File: src/sps_pkg.sv
// sps_pkg: register indices, field positions, reset values and types of the spi port.
// assumes a 32-bit classic wishbone slave; byte address is four times a register index.
package sps_pkg;

    ////////////////////////////////////////////////////////////////////////////
    // clocking
    localparam int unsigned SYSTEM_CLOCK_FREQ_HZ = 100_000_000;

    ////////////////////////////////////////////////////////////////////////////
    // register indices (byte address = index * 4)
    localparam logic [7:0] IDX_PORT_CONTROL = 8'hBC;
    localparam logic [7:0] IDX_PORT_STATE   = 8'hBD;
    localparam logic [7:0] IDX_SHIFT_DATA   = 8'hBE;
    localparam logic [7:0] IDX_IRQ_STATUS   = 8'hC8;
    localparam logic [7:0] IDX_IRQ_CLEAR    = 8'hC9;
    localparam logic [7:0] IDX_IRQ_ENABLE   = 8'hCA;

    ////////////////////////////////////////////////////////////////////////////
    // port_control fields
    localparam int CTL_PORT_ON       = 7;
    localparam int CTL_CONTROLLER    = 6;
    localparam int CTL_IDLE_LEVEL    = 5;
    localparam int CTL_SAMPLE_EDGE   = 4;
    localparam int CTL_SELECT_IGNORE = 3;
    localparam int CTL_LOW_BIT_ORDER = 2;
    localparam int CTL_DIV_LSB       = 0;

    ////////////////////////////////////////////////////////////////////////////
    // port_state fields
    localparam int STA_DONE  = 7;
    localparam int STA_WRITE_COLLISION_FLAG  = 6;
    localparam int STA_MODE_FAULT_FLAG  = 5;
    localparam int STA_OVR   = 4;
    localparam int STA_FULL  = 3;
    localparam int STA_BUSY  = 2;

    ////////////////////////////////////////////////////////////////////////////
    // interrupt status / clear / enable fields
    localparam int IRQ_W        = 4;
    localparam int IRQ_DONE     = 0;
    localparam int IRQ_WRITE_COLLISION_FLAG     = 1;
    localparam int IRQ_MODE_FAULT_FLAG     = 2;
    localparam int IRQ_OVR      = 3;

    ////////////////////////////////////////////////////////////////////////////
    // reset values and counts
    localparam logic [7:0]       CTL_RST        = 8'h00;
    localparam logic [7:0]       DAT_RST        = 8'h00;
    localparam logic [IRQ_W-1:0] IRQ_RST        = 4'h0;
    localparam logic [3:0]       PIN_SYNC_RST   = 4'h8;
    localparam logic [3:0]       LAST_EDGE      = 4'hF;
    localparam logic [3:0]       LAST_SAMPLE    = 4'h7;

    typedef enum logic {SPS_IDLE, SPS_SHIFT} sps_state_e;

endpackage

File: src/sps_port.sv
// sps_port: byte-wide spi master/slave port behind a classic wishbone slave.
// assumes one 100 MHz clock; pins are raw and pass through sps_sync.
//
// Chosen here: the Wishbone interface to the registers.
`timescale 1ns/1ps
module sps_port
    import sps_pkg::*;
(
    // clock and reset
    input  wire logic        CLK,
    input  wire logic        RST_N,
    // wishbone slave
    input  wire logic [9:0]  WB_ADR_I,
    input  wire logic [31:0] WB_DAT_I,
    input  wire logic [3:0]  WB_SEL_I,
    input  wire logic        WB_WE_I,
    input  wire logic        WB_CYC_I,
    input  wire logic        WB_STB_I,
    output logic      [31:0] WB_DAT_O,
    output logic             WB_ACK_O,
    // spi pins
    input  wire logic        SCK_I,
    output logic             SCK_O,
    output logic             SCK_OE,
    input  wire logic        MOSI_I,
    output logic             MOSI_O,
    output logic             MOSI_OE,
    input  wire logic        MISO_I,
    output logic             MISO_O,
    output logic             MISO_OE,
    input  wire logic        SS_N_I,
    // interrupt
    input  wire logic        VECTOR_ACK,
    output logic             IRQ
);

    ////////////////////////////////////////////////////////////////////////////
    // declarations
    logic [7:0]       ctl_r;
    logic [7:0]       sr_r;
    logic [7:0]       sr_shift;
    logic [7:0]       rxbuf_r;
    logic [7:0]       rd_mux;
    logic [3:0]       pin_q;
    logic [3:0]       cnt_r;
    logic [2:0]       div_cnt_r;
    logic [2:0]       half_lim;
    logic [IRQ_W-1:0] ist_r;
    logic [IRQ_W-1:0] ien_r;
    logic [IRQ_W-1:0] ist_set;
    sps_state_e       state_r;
    logic done_r, write_collision_flag_r, mode_fault_flag_r, ovr_r, full_r;
    logic out_r, out_nxt, sck_d_r;
    logic sel_ctl, sel_sta, sel_dat, sel_ist, sel_icl, sel_ien;
    logic req, wr, rd;
    logic wr_ctl, wr_sta, wr_dat, rd_dat, wr_icl, wr_ien;
    logic port_on, controller_select, clock_idle_level, sample_edge_select, select_pin_ignore, low_bit_order;
    logic ss_q, sck_q, mosi_q, miso_q;
    logic busy, selected, slave_go, tick, m_edge, s_chg;
    logic lead_ev, trail_ev, sample_ev, launch_ev, done_ev, mode_fault_flag_evt, din;

    ////////////////////////////////////////////////////////////////////////////
    // pin synchroniser
    sps_sync #(
        .W    (4),
        .INIT (PIN_SYNC_RST)
    ) u_sync (
        .clk   (CLK),
        .rst_n (RST_N),
        .d     ({SS_N_I, SCK_I, MOSI_I, MISO_I}),
        .q     (pin_q)
    );

    assign ss_q   = pin_q[3];
    assign sck_q  = pin_q[2];
    assign mosi_q = pin_q[1];
    assign miso_q = pin_q[0];

    ////////////////////////////////////////////////////////////////////////////
    // wishbone decode; one wait state, ack one cycle after the request
    assign req    = WB_CYC_I & WB_STB_I & ~WB_ACK_O;
    assign wr     = req & WB_WE_I & WB_SEL_I[0];
    assign rd     = req & ~WB_WE_I;
    assign wr_ctl = wr & sel_ctl;
    assign wr_sta = wr & sel_sta;
    assign wr_dat = wr & sel_dat;
    assign rd_dat = rd & sel_dat;
    assign wr_icl = wr & sel_icl;
    assign wr_ien = wr & sel_ien;

    always_comb begin
        sel_ctl = 1'b0;
        sel_sta = 1'b0;
        sel_dat = 1'b0;
        sel_ist = 1'b0;
        sel_icl = 1'b0;
        sel_ien = 1'b0;
        rd_mux  = 8'h00;
        if (WB_ADR_I[9:2] == IDX_PORT_CONTROL) begin
            sel_ctl = 1'b1;
            rd_mux  = ctl_r;
        end else if (WB_ADR_I[9:2] == IDX_PORT_STATE) begin
            sel_sta = 1'b1;
            rd_mux  = {done_r, write_collision_flag_r, mode_fault_flag_r, ovr_r, full_r, busy, 2'b00};
        end else if (WB_ADR_I[9:2] == IDX_SHIFT_DATA) begin
            sel_dat = 1'b1;
            rd_mux  = rxbuf_r;
        end else if (WB_ADR_I[9:2] == IDX_IRQ_STATUS) begin
            sel_ist = 1'b1;
            rd_mux  = {4'h0, ist_r};
        end else if (WB_ADR_I[9:2] == IDX_IRQ_CLEAR) begin
            sel_icl = 1'b1;
        end else if (WB_ADR_I[9:2] == IDX_IRQ_ENABLE) begin
            sel_ien = 1'b1;
            rd_mux  = {4'h0, ien_r};
        end
    end

    // unmapped addresses still ack, reading zero, so a master never hangs
    always_ff @(posedge CLK or negedge RST_N) begin
        if (!RST_N) begin
            WB_ACK_O <= 1'b0;
            WB_DAT_O <= 32'h0000_0000;
        end else begin
            WB_ACK_O <= req;
            if (rd) begin
                WB_DAT_O <= {24'h00_0000, rd_mux};
            end
        end
    end

    ////////////////////////////////////////////////////////////////////////////
    // control register
    assign port_on     = ctl_r[CTL_PORT_ON];
    assign controller_select     = ctl_r[CTL_CONTROLLER];
    assign clock_idle_level     = ctl_r[CTL_IDLE_LEVEL];
    assign sample_edge_select     = ctl_r[CTL_SAMPLE_EDGE];
    assign select_pin_ignore    = ctl_r[CTL_SELECT_IGNORE];
    assign low_bit_order     = ctl_r[CTL_LOW_BIT_ORDER];
    assign mode_fault_flag_evt = controller_select & ~select_pin_ignore & ~ss_q;

    always_ff @(posedge CLK or negedge RST_N) begin
        if (!RST_N) begin
            ctl_r <= CTL_RST;
        end else if (mode_fault_flag_evt) begin
            ctl_r <= (wr_ctl ? WB_DAT_I[7:0] : ctl_r)
                     & ~(8'h01 << CTL_PORT_ON) & ~(8'h01 << CTL_CONTROLLER);
        end else if (wr_ctl) begin
            ctl_r <= WB_DAT_I[7:0];
        end
    end

    ////////////////////////////////////////////////////////////////////////////
    // edge generation: master divider or slave edge detect
    assign half_lim = 3'((4'h1 << ctl_r[CTL_DIV_LSB +: 2]) - 4'h1);
    assign busy     = (state_r == SPS_SHIFT);
    assign tick     = (div_cnt_r == half_lim);
    assign m_edge   = controller_select & busy & tick;
    assign selected = select_pin_ignore | ~ss_q;
    assign slave_go = port_on & ~controller_select & selected;
    assign s_chg    = slave_go & (sck_q ^ sck_d_r);
    assign lead_ev  = controller_select ? (m_edge & (SCK_O == clock_idle_level)) : (s_chg & (sck_q != clock_idle_level));
    assign trail_ev = controller_select ? (m_edge & (SCK_O != clock_idle_level)) : (s_chg & (sck_q == clock_idle_level));
    assign sample_ev = sample_edge_select ? trail_ev : lead_ev;
    assign launch_ev = sample_edge_select ? lead_ev : trail_ev;
    assign din       = controller_select ? miso_q : mosi_q;
    assign sr_shift  = low_bit_order ? {din, sr_r[7:1]} : {sr_r[6:0], din};
    assign done_ev   = controller_select ? (m_edge & (cnt_r == LAST_EDGE))
                            : (sample_ev & (cnt_r == LAST_SAMPLE));

    always_ff @(posedge CLK or negedge RST_N) begin
        if (!RST_N) begin
            div_cnt_r <= 3'h0;
        end else if (!busy || tick) begin
            div_cnt_r <= 3'h0;
        end else begin
            div_cnt_r <= div_cnt_r + 3'h1;
        end
    end

    always_ff @(posedge CLK or negedge RST_N) begin
        if (!RST_N) begin
            sck_d_r <= 1'b0;
        end else begin
            sck_d_r <= sck_q;
        end
    end

    ////////////////////////////////////////////////////////////////////////////
    // transfer state
    always_ff @(posedge CLK or negedge RST_N) begin
        if (!RST_N) begin
            state_r <= SPS_IDLE;
        end else if (!port_on) begin
            state_r <= SPS_IDLE;
        end else if (done_ev) begin
            state_r <= SPS_IDLE;
        end else if (controller_select && wr_dat && !busy) begin
            state_r <= SPS_SHIFT;
        end else if (!controller_select && !selected) begin
            state_r <= SPS_IDLE;
        end else if (!controller_select && lead_ev) begin
            state_r <= SPS_SHIFT;
        end
    end

    // master counts sck edges, slave counts samples
    always_ff @(posedge CLK or negedge RST_N) begin
        if (!RST_N) begin
            cnt_r <= 4'h0;
        end else if (done_ev || !port_on || (controller_select && !busy) || (!controller_select && !selected)) begin
            cnt_r <= 4'h0;
        end else if (m_edge || (!controller_select && sample_ev)) begin
            cnt_r <= cnt_r + 4'h1;
        end
    end

    // a trailing master edge lands on idle level, so sck needs no extra fixup
    always_ff @(posedge CLK or negedge RST_N) begin
        if (!RST_N) begin
            SCK_O <= 1'b0;
        end else if (!busy || !controller_select) begin
            SCK_O <= clock_idle_level;
        end else if (tick) begin
            SCK_O <= ~SCK_O;
        end
    end

    ////////////////////////////////////////////////////////////////////////////
    // shift register, output bit and receive buffer
    always_ff @(posedge CLK or negedge RST_N) begin
        if (!RST_N) begin
            sr_r <= DAT_RST;
        end else if (wr_dat && !busy) begin
            sr_r <= WB_DAT_I[7:0];
        end else if (sample_ev) begin
            sr_r <= sr_shift;
        end
    end

    // pins take the next bit, so data moves with the launching sck edge, never with the sampling one
    assign out_nxt = (wr_dat && !busy) ? (low_bit_order ? WB_DAT_I[0] : WB_DAT_I[7])
                   : (launch_ev ? (low_bit_order ? sr_r[0] : sr_r[7]) : out_r);

    always_ff @(posedge CLK or negedge RST_N) begin
        if (!RST_N) begin
            out_r <= 1'b0;
        end else begin
            out_r <= out_nxt;
        end
    end

    // never shows sr_r mid-shift, so software sees only whole bytes
    always_ff @(posedge CLK or negedge RST_N) begin
        if (!RST_N) begin
            rxbuf_r <= DAT_RST;
        end else if (done_ev) begin
            rxbuf_r <= sample_ev ? sr_shift : sr_r;
        end
    end

    always_ff @(posedge CLK or negedge RST_N) begin
        if (!RST_N) begin
            SCK_OE  <= 1'b0;
            MOSI_OE <= 1'b0;
            MISO_OE <= 1'b0;
            MOSI_O  <= 1'b0;
            MISO_O  <= 1'b0;
        end else begin
            SCK_OE  <= port_on & controller_select;
            MOSI_OE <= port_on & controller_select;
            MISO_OE <= slave_go;
            MOSI_O  <= out_nxt;
            MISO_O  <= out_nxt;
        end
    end

    ////////////////////////////////////////////////////////////////////////////
    // status flags; a set in the same cycle as a clear wins
    always_ff @(posedge CLK or negedge RST_N) begin
        if (!RST_N) begin
            done_r <= 1'b0;
        end else if (done_ev) begin
            done_r <= 1'b1;
        end else if (VECTOR_ACK || (wr_sta && !WB_DAT_I[STA_DONE])) begin
            done_r <= 1'b0;
        end
    end

    always_ff @(posedge CLK or negedge RST_N) begin
        if (!RST_N) begin
            write_collision_flag_r <= 1'b0;
        end else if (wr_dat && busy) begin
            write_collision_flag_r <= 1'b1;
        end else if ((wr_dat && !busy) || (wr_sta && !WB_DAT_I[STA_WRITE_COLLISION_FLAG])) begin
            write_collision_flag_r <= 1'b0;
        end
    end

    always_ff @(posedge CLK or negedge RST_N) begin
        if (!RST_N) begin
            mode_fault_flag_r <= 1'b0;
        end else if (mode_fault_flag_evt) begin
            mode_fault_flag_r <= 1'b1;
        end else if (wr_sta && !WB_DAT_I[STA_MODE_FAULT_FLAG]) begin
            mode_fault_flag_r <= 1'b0;
        end
    end

    always_ff @(posedge CLK or negedge RST_N) begin
        if (!RST_N) begin
            ovr_r <= 1'b0;
        end else if (done_ev && full_r) begin
            ovr_r <= 1'b1;
        end else if (rd_dat || (wr_sta && !WB_DAT_I[STA_OVR])) begin
            ovr_r <= 1'b0;
        end
    end

    always_ff @(posedge CLK or negedge RST_N) begin
        if (!RST_N) begin
            full_r <= 1'b0;
        end else if (done_ev) begin
            full_r <= 1'b1;
        end else if (rd_dat || (wr_sta && !WB_DAT_I[STA_FULL])) begin
            full_r <= 1'b0;
        end
    end

    ////////////////////////////////////////////////////////////////////////////
    // interrupt status, clear and enable
    always_comb begin
        ist_set           = IRQ_RST;
        ist_set[IRQ_DONE] = done_ev;
        ist_set[IRQ_WRITE_COLLISION_FLAG] = wr_dat & busy;
        ist_set[IRQ_MODE_FAULT_FLAG] = mode_fault_flag_evt;
        ist_set[IRQ_OVR]  = done_ev & full_r;
    end

    always_ff @(posedge CLK or negedge RST_N) begin
        if (!RST_N) begin
            ist_r <= IRQ_RST;
        end else if (wr_icl) begin
            ist_r <= (ist_r & ~WB_DAT_I[IRQ_W-1:0]) | ist_set;
        end else begin
            ist_r <= ist_r | ist_set;
        end
    end

    always_ff @(posedge CLK or negedge RST_N) begin
        if (!RST_N) begin
            ien_r <= IRQ_RST;
        end else if (wr_ien) begin
            ien_r <= WB_DAT_I[IRQ_W-1:0];
        end
    end

    // one cycle behind the status bit so IRQ is a clean flop output
    always_ff @(posedge CLK or negedge RST_N) begin
        if (!RST_N) begin
            IRQ <= 1'b0;
        end else begin
            IRQ <= |(ist_r & ien_r);
        end
    end
endmodule

File: src/sps_sync.sv
// sps_sync: three-stage input synchroniser with agreement filter.
// assumes asynchronous pins; q changes only once stages two and three agree.
`timescale 1ns/1ps
module sps_sync
    import sps_pkg::*;
#(
    parameter int         W    = 4,
    parameter logic [W-1:0] INIT = '0
) (
    // clock and reset
    input  wire logic         clk,
    input  wire logic         rst_n,
    // data
    input  wire logic [W-1:0] d,
    output logic      [W-1:0] q
);

    logic [W-1:0] s1_r;
    logic [W-1:0] s2_r;
    logic [W-1:0] s3_r;

    ////////////////////////////////////////////////////////////////////////////
    // first stage is read only by the second
    always_ff @(posedge clk or negedge rst_n) begin
        if (!rst_n) begin
            s1_r <= INIT;
            s2_r <= INIT;
            s3_r <= INIT;
        end else begin
            s1_r <= d;
            s2_r <= s1_r;
            s3_r <= s2_r;
        end
    end

    always_ff @(posedge clk or negedge rst_n) begin
        if (!rst_n) begin
            q <= INIT;
        end else if (s2_r == s3_r) begin
            q <= s3_r;
        end
    end

endmodule

File: config.mk
export PLATFORM = sky130hd
export DESIGN_NAME = sps_port
export DESIGN_NICKNAME = d
export VERILOG_FILES = /design/src/sps_pkg.sv /design/src/sps_port.sv /design/src/sps_sync.sv
export SDC_FILE = /design/constraint.sdc
export NUM_CORES = 1
export LEC_CHECK = 0
export BUFFER_PORTS_ARGS = -buffer_cell sky130_fd_sc_hd__clkbuf_2
export CAP_MARGIN = 20
export CELL_PAD_IN_SITES_DETAIL_PLACEMENT = 0
export CELL_PAD_IN_SITES_GLOBAL_PLACEMENT = 1
export CORE_MARGIN = 1
export CORE_UTILIZATION = 31
export CTS_BUF_LIST = sky130_fd_sc_hd__clkbuf_16
export DETAILED_ROUTE_END_ITERATION = 16
export PLACE_DENSITY = 0.63
export SYNTH_ARGS = -nofsm -noshare
export SYNTH_HDL_FRONTEND = slang
export SYNTH_SLANG_ARGS = --single-unit
File: constraint.sdc
create_clock -name CLK -period 3.1 [get_ports CLK]
set_input_delay 0.155 -clock CLK [delete_from_list [all_inputs] [get_ports CLK]]
set_output_delay 0.155 -clock CLK [all_outputs]
set_load 0.01 [all_outputs]
==> impl_results.md <==
- Count of input and output buffers: 42
- GRT Total Usage: 16.33%
- Highest cell delay on the worst timing path: 440 ps
- Switching power summed over all nets: 0.0006319 W
- Net count of the finished layout: 492
- Wire length of the first global-routing pass: 16.64 mm
- Master cell of the clock root buffer: clkbuf_16
- Floorplan die area: 0.01361 mm²
- Main synth FF type: dfrtp_1
- Detailed placer's ending HPWL: 7.215 mm
- Worst Hold Slack: -14.05 ps
- Clk pin slew, worst setup/hold paths: 60 ps
- Hold_buf cts: 4
- Clk pwr share: 47.4%
- Leading cell type in the layout, fill and taps excluded: dfrtp_1
- Switching power share of the total: 24.44%
- Number of violations of the max-capacitance limit: 0
- Top fanout value on the critical path: 11
- Tmin final: 2497 ps
- Final non-filler cell area: 0.004755 mm²
- Power density over cell area: 543.8 mW/mm²
- Register bit count reported by yosys: 76
- Startpoint type of the worst setup path: flip-flop
- Combined area of the multi-input logic cells: 0.001952 mm²
- Cell taking the most area after synthesis: dfrtp_1
- Violated checks: negative hold slack
- Outcome: finished with violations
- Residual DRC count: 0
- Final hold vios: 23
- Number of synthesis warnings: 0
- Share of synthesized flip-flops with an asynchronous set or reset: 100.0%
- Diode insertion count for antenna repair: 0
- Number of buffers added by the clock tree synthesis step: 9
- Combinational group share of total power: 9.6%
- Number of setup violations in the final report: 0
- Tightest Hold Check Type: in -> async
- CP Launch Point: ctl_r[0]$_DFFE_PN0P_
- Setup repair after global routing missed its margin: false
- Buffers plus inverters on the worst setup path: 1
- Fraction of post-synthesis cell area in the top cell type by area: 44.21%
- Count of distinct cell types in the synthesized netlist: 62
- Fraction of the yosys area taken by sequential cells: 46.79%
- Arr. time, crit path: 2770 ps
- Worst rel slew slack: 34.14%
- Reg2reg path depth: 7
- Master of the slowest instance on the critical path: dfrtp_1
- Number of resized instances in the post-cts repair step: 0
- Peak VDD IR: 297.1 µV
- Post-route clock skew: 8.275 ps
- Pin count of the biggest net entering global routing: 77
- Most frequent cells in the layout: dfrtp_1, clkbuf_2, nor2_1
- CTS max path bufs: 2
- Category of cells accounting for the largest share of critical-path delay: compound AO/OA/AOI/OAI gates
- Post-Syn Area: 0.004075 mm²
- Destination of the worst register-to-register timing path: rxbuf_r[4]$_DFFE_PN0P_
- Gpl congestion: 0.7834
- Top cells by area, synth: dfrtp_1, buf_4, mux2_2
- EDFF count, synth: 0
- Static Leakage: 2.096 nW
- Die H: 116.7 µm
- Starting DRT DRC Count: 174
- Global route total overflow: 0
- Number of fill cells: 1,332
- Mapped Avg Cell Area: 10.40 µm²
- Via count normalized by instance count: 5.105
- Worst R2R Start: ctl_r[0]$_DFFE_PN0P_
- Placeable Area: 0.01272 mm²
- Number of iterations in the first detailed-routing pass: 4
- Antenna violations before repair: 0
- Mean routed wirelength per cell: 16.55 µm
- H-tree depth: 3
- Final slew viol count: 0
- Fraction of final layout cells sized beyond drive strength 1: 24.60%
- Floorplan die width: 116.7 µm
- Sequential cell area: 0.001907 mm²
- Power share of the sequential group: 43.0%
- Growth of design area from synthesis to finish: 16.67%
- Clock network latency to the later pin of the worst-skew pair: 340 ps
- Layout Utilization: 37.37%
- Required time of the worst setup path: 3370 ps
- Critical path cell sequence: or2_1, a2111oi_4, o21ai_1, buf_4, a32oi_4, nand2b_1, o221a_2
- Type of destination of the critical path: flip-flop
- Achievable frequency: 400.6 MHz
- Cell count after synthesis: 392
- Tightest Pin Transition: 987.8 ps
- TNS Setup: 0 ps
- Clock tree sinks: 76
- Vias in the first global route: 3,138
- Vias: 3,119
- Fraction of the cycle the final worst path needs: 80.53%
- Count of nets left with antenna violations after detail routing: 0
- Initial core utilization: 32.03%
- Reg-to-reg slack, setup: 600 ps
- Io pins: 96
- CTS tree: done
- Post-CTS Setup Inserts: 0
- Kind of critical path: reg -> reg
- Internal power of the cells: 0.001954 W
- Core Rows: 41
- Total wire length after detailed routing: 10.12 mm
- Area after detailed placement: 0.004365 mm²
[synthesized netlist by cell type (3+ instances only)]
cell / number
mux2_2: 18
nand3_1: 15
nor2_1: 27
xor2_1: 5
nand4_1: 4
a21o_1: 3
a2bb2oi_1: 5
o221a_2: 8
and4_1: 3
o21ai_1: 4
buf_4: 28
a32oi_1: 4
xnor2_1: 8
nand2b_1: 7
buf_2: 4
o21ai_0: 23
dfstp_2: 4
nor4_1: 3
nor3_1: 4
mux2i_1: 15
o22ai_1: 6
a22oi_1: 7
nor2b_1: 5
dfrtp_1: 72
or3_1: 4
clkbuf_1: 13
a22o_1: 3
and3_1: 3
a21oi_1: 21
inv_1: 4
nand2_1: 22
[cell families (layout without fill, tap and decap cells)]
kind of cell,Yosys count,in the layout,synth area share [%]
fa+ha+maj,2,2,0.6140
mux,35,35,9.487
other cells,1,24,0.09202
buf+inv,51,75,7.430
flops,76,76,46.79
xor+xnor,14,14,3.193
simple gates,113,113,14.71
compound gates,100,100,17.69
[power by group through the flow]
stage	clock network (W)	logic [W]	registers, W
floorplan	0	0.000189	0.00112
global placement	0	0.000240	0.00113
detailed placement	0	0.000245	0.00113
CTS	0.00125	0.000250	0.00111
global route	0.00129	0.000283	0.00112
finish	0.00123	0.000247	0.00111
[area by class of cell]
cell class              instances  share of cell area, %
clock buffers                   9                  4.737
clock inverters                 7                  2.605
inverters                       5                 0.3947
multi-input cells             288                  41.05
flip-flops and latches         76                  40.11
well taps                     172                  4.526
repair buffers                 54                  6.579
[worst reg2reg max path: cells and delay by family (launching register included)]
kind / cells / cell delay, ps
AOI/OAI and AO/OA: 4 / 1100
buffers and inverters: 1 / 200
DFF: 1 / 440
and+or+nand+nor: 2 / 680
[worst max-delay path by stage]
stage,endpoint,slack [ps],cells after the start
after floorplan,rxbuf_r[6]$_DFFE_PN0P_,1030,6
after global placement,cnt_r[3]$_DFFE_PN0P_,640,6
after detailed placement,rxbuf_r[1]$_DFFE_PN0P_,630,7
after CTS,rxbuf_r[4]$_DFFE_PN0P_,610,7
after global routing,rxbuf_r[4]$_DFFE_PN0P_,470,7
final,rxbuf_r[4]$_DFFE_PN0P_,600,7
[layer usage]
layer	routed length, µm	GRT usage, %	up-vias
met5	0	0	-
met4	146	4.979	0
met1	4666	20.94	1557
li1	-	-	1472
met2	4901	27.34	79
met3	401	3.788	11
[through the flow]
stage	hold slack, ps	power, W	worst slack [ps]	std cells
after CTS	25.75	0.002615	614.9	611
after detailed placement	244.3	0.001376	633.7	591
after global placement	244.2	0.001369	638.6	591
final	-14.05	0.002585	603.5	611
after floorplan	-140.6	0.001304	1031	415
after global routing	62.73	0.002696	470.8	611
[state kept, by name (all words and copies together) (netlist names), 3 cells and up]
register / cells
rxbuf_r: 8
u_sync.s2_r: 4
ctl_r: 8
ist_r: 4
ien_r: 4
u_sync.q: 4
cnt_r: 4
u_sync.s3_r: 4
WB_DAT_O: 8
div_cnt_r: 3
u_sync.s1_r: 4
sr_r: 8
No activity file was read; power rests on OpenSTA's default activity.
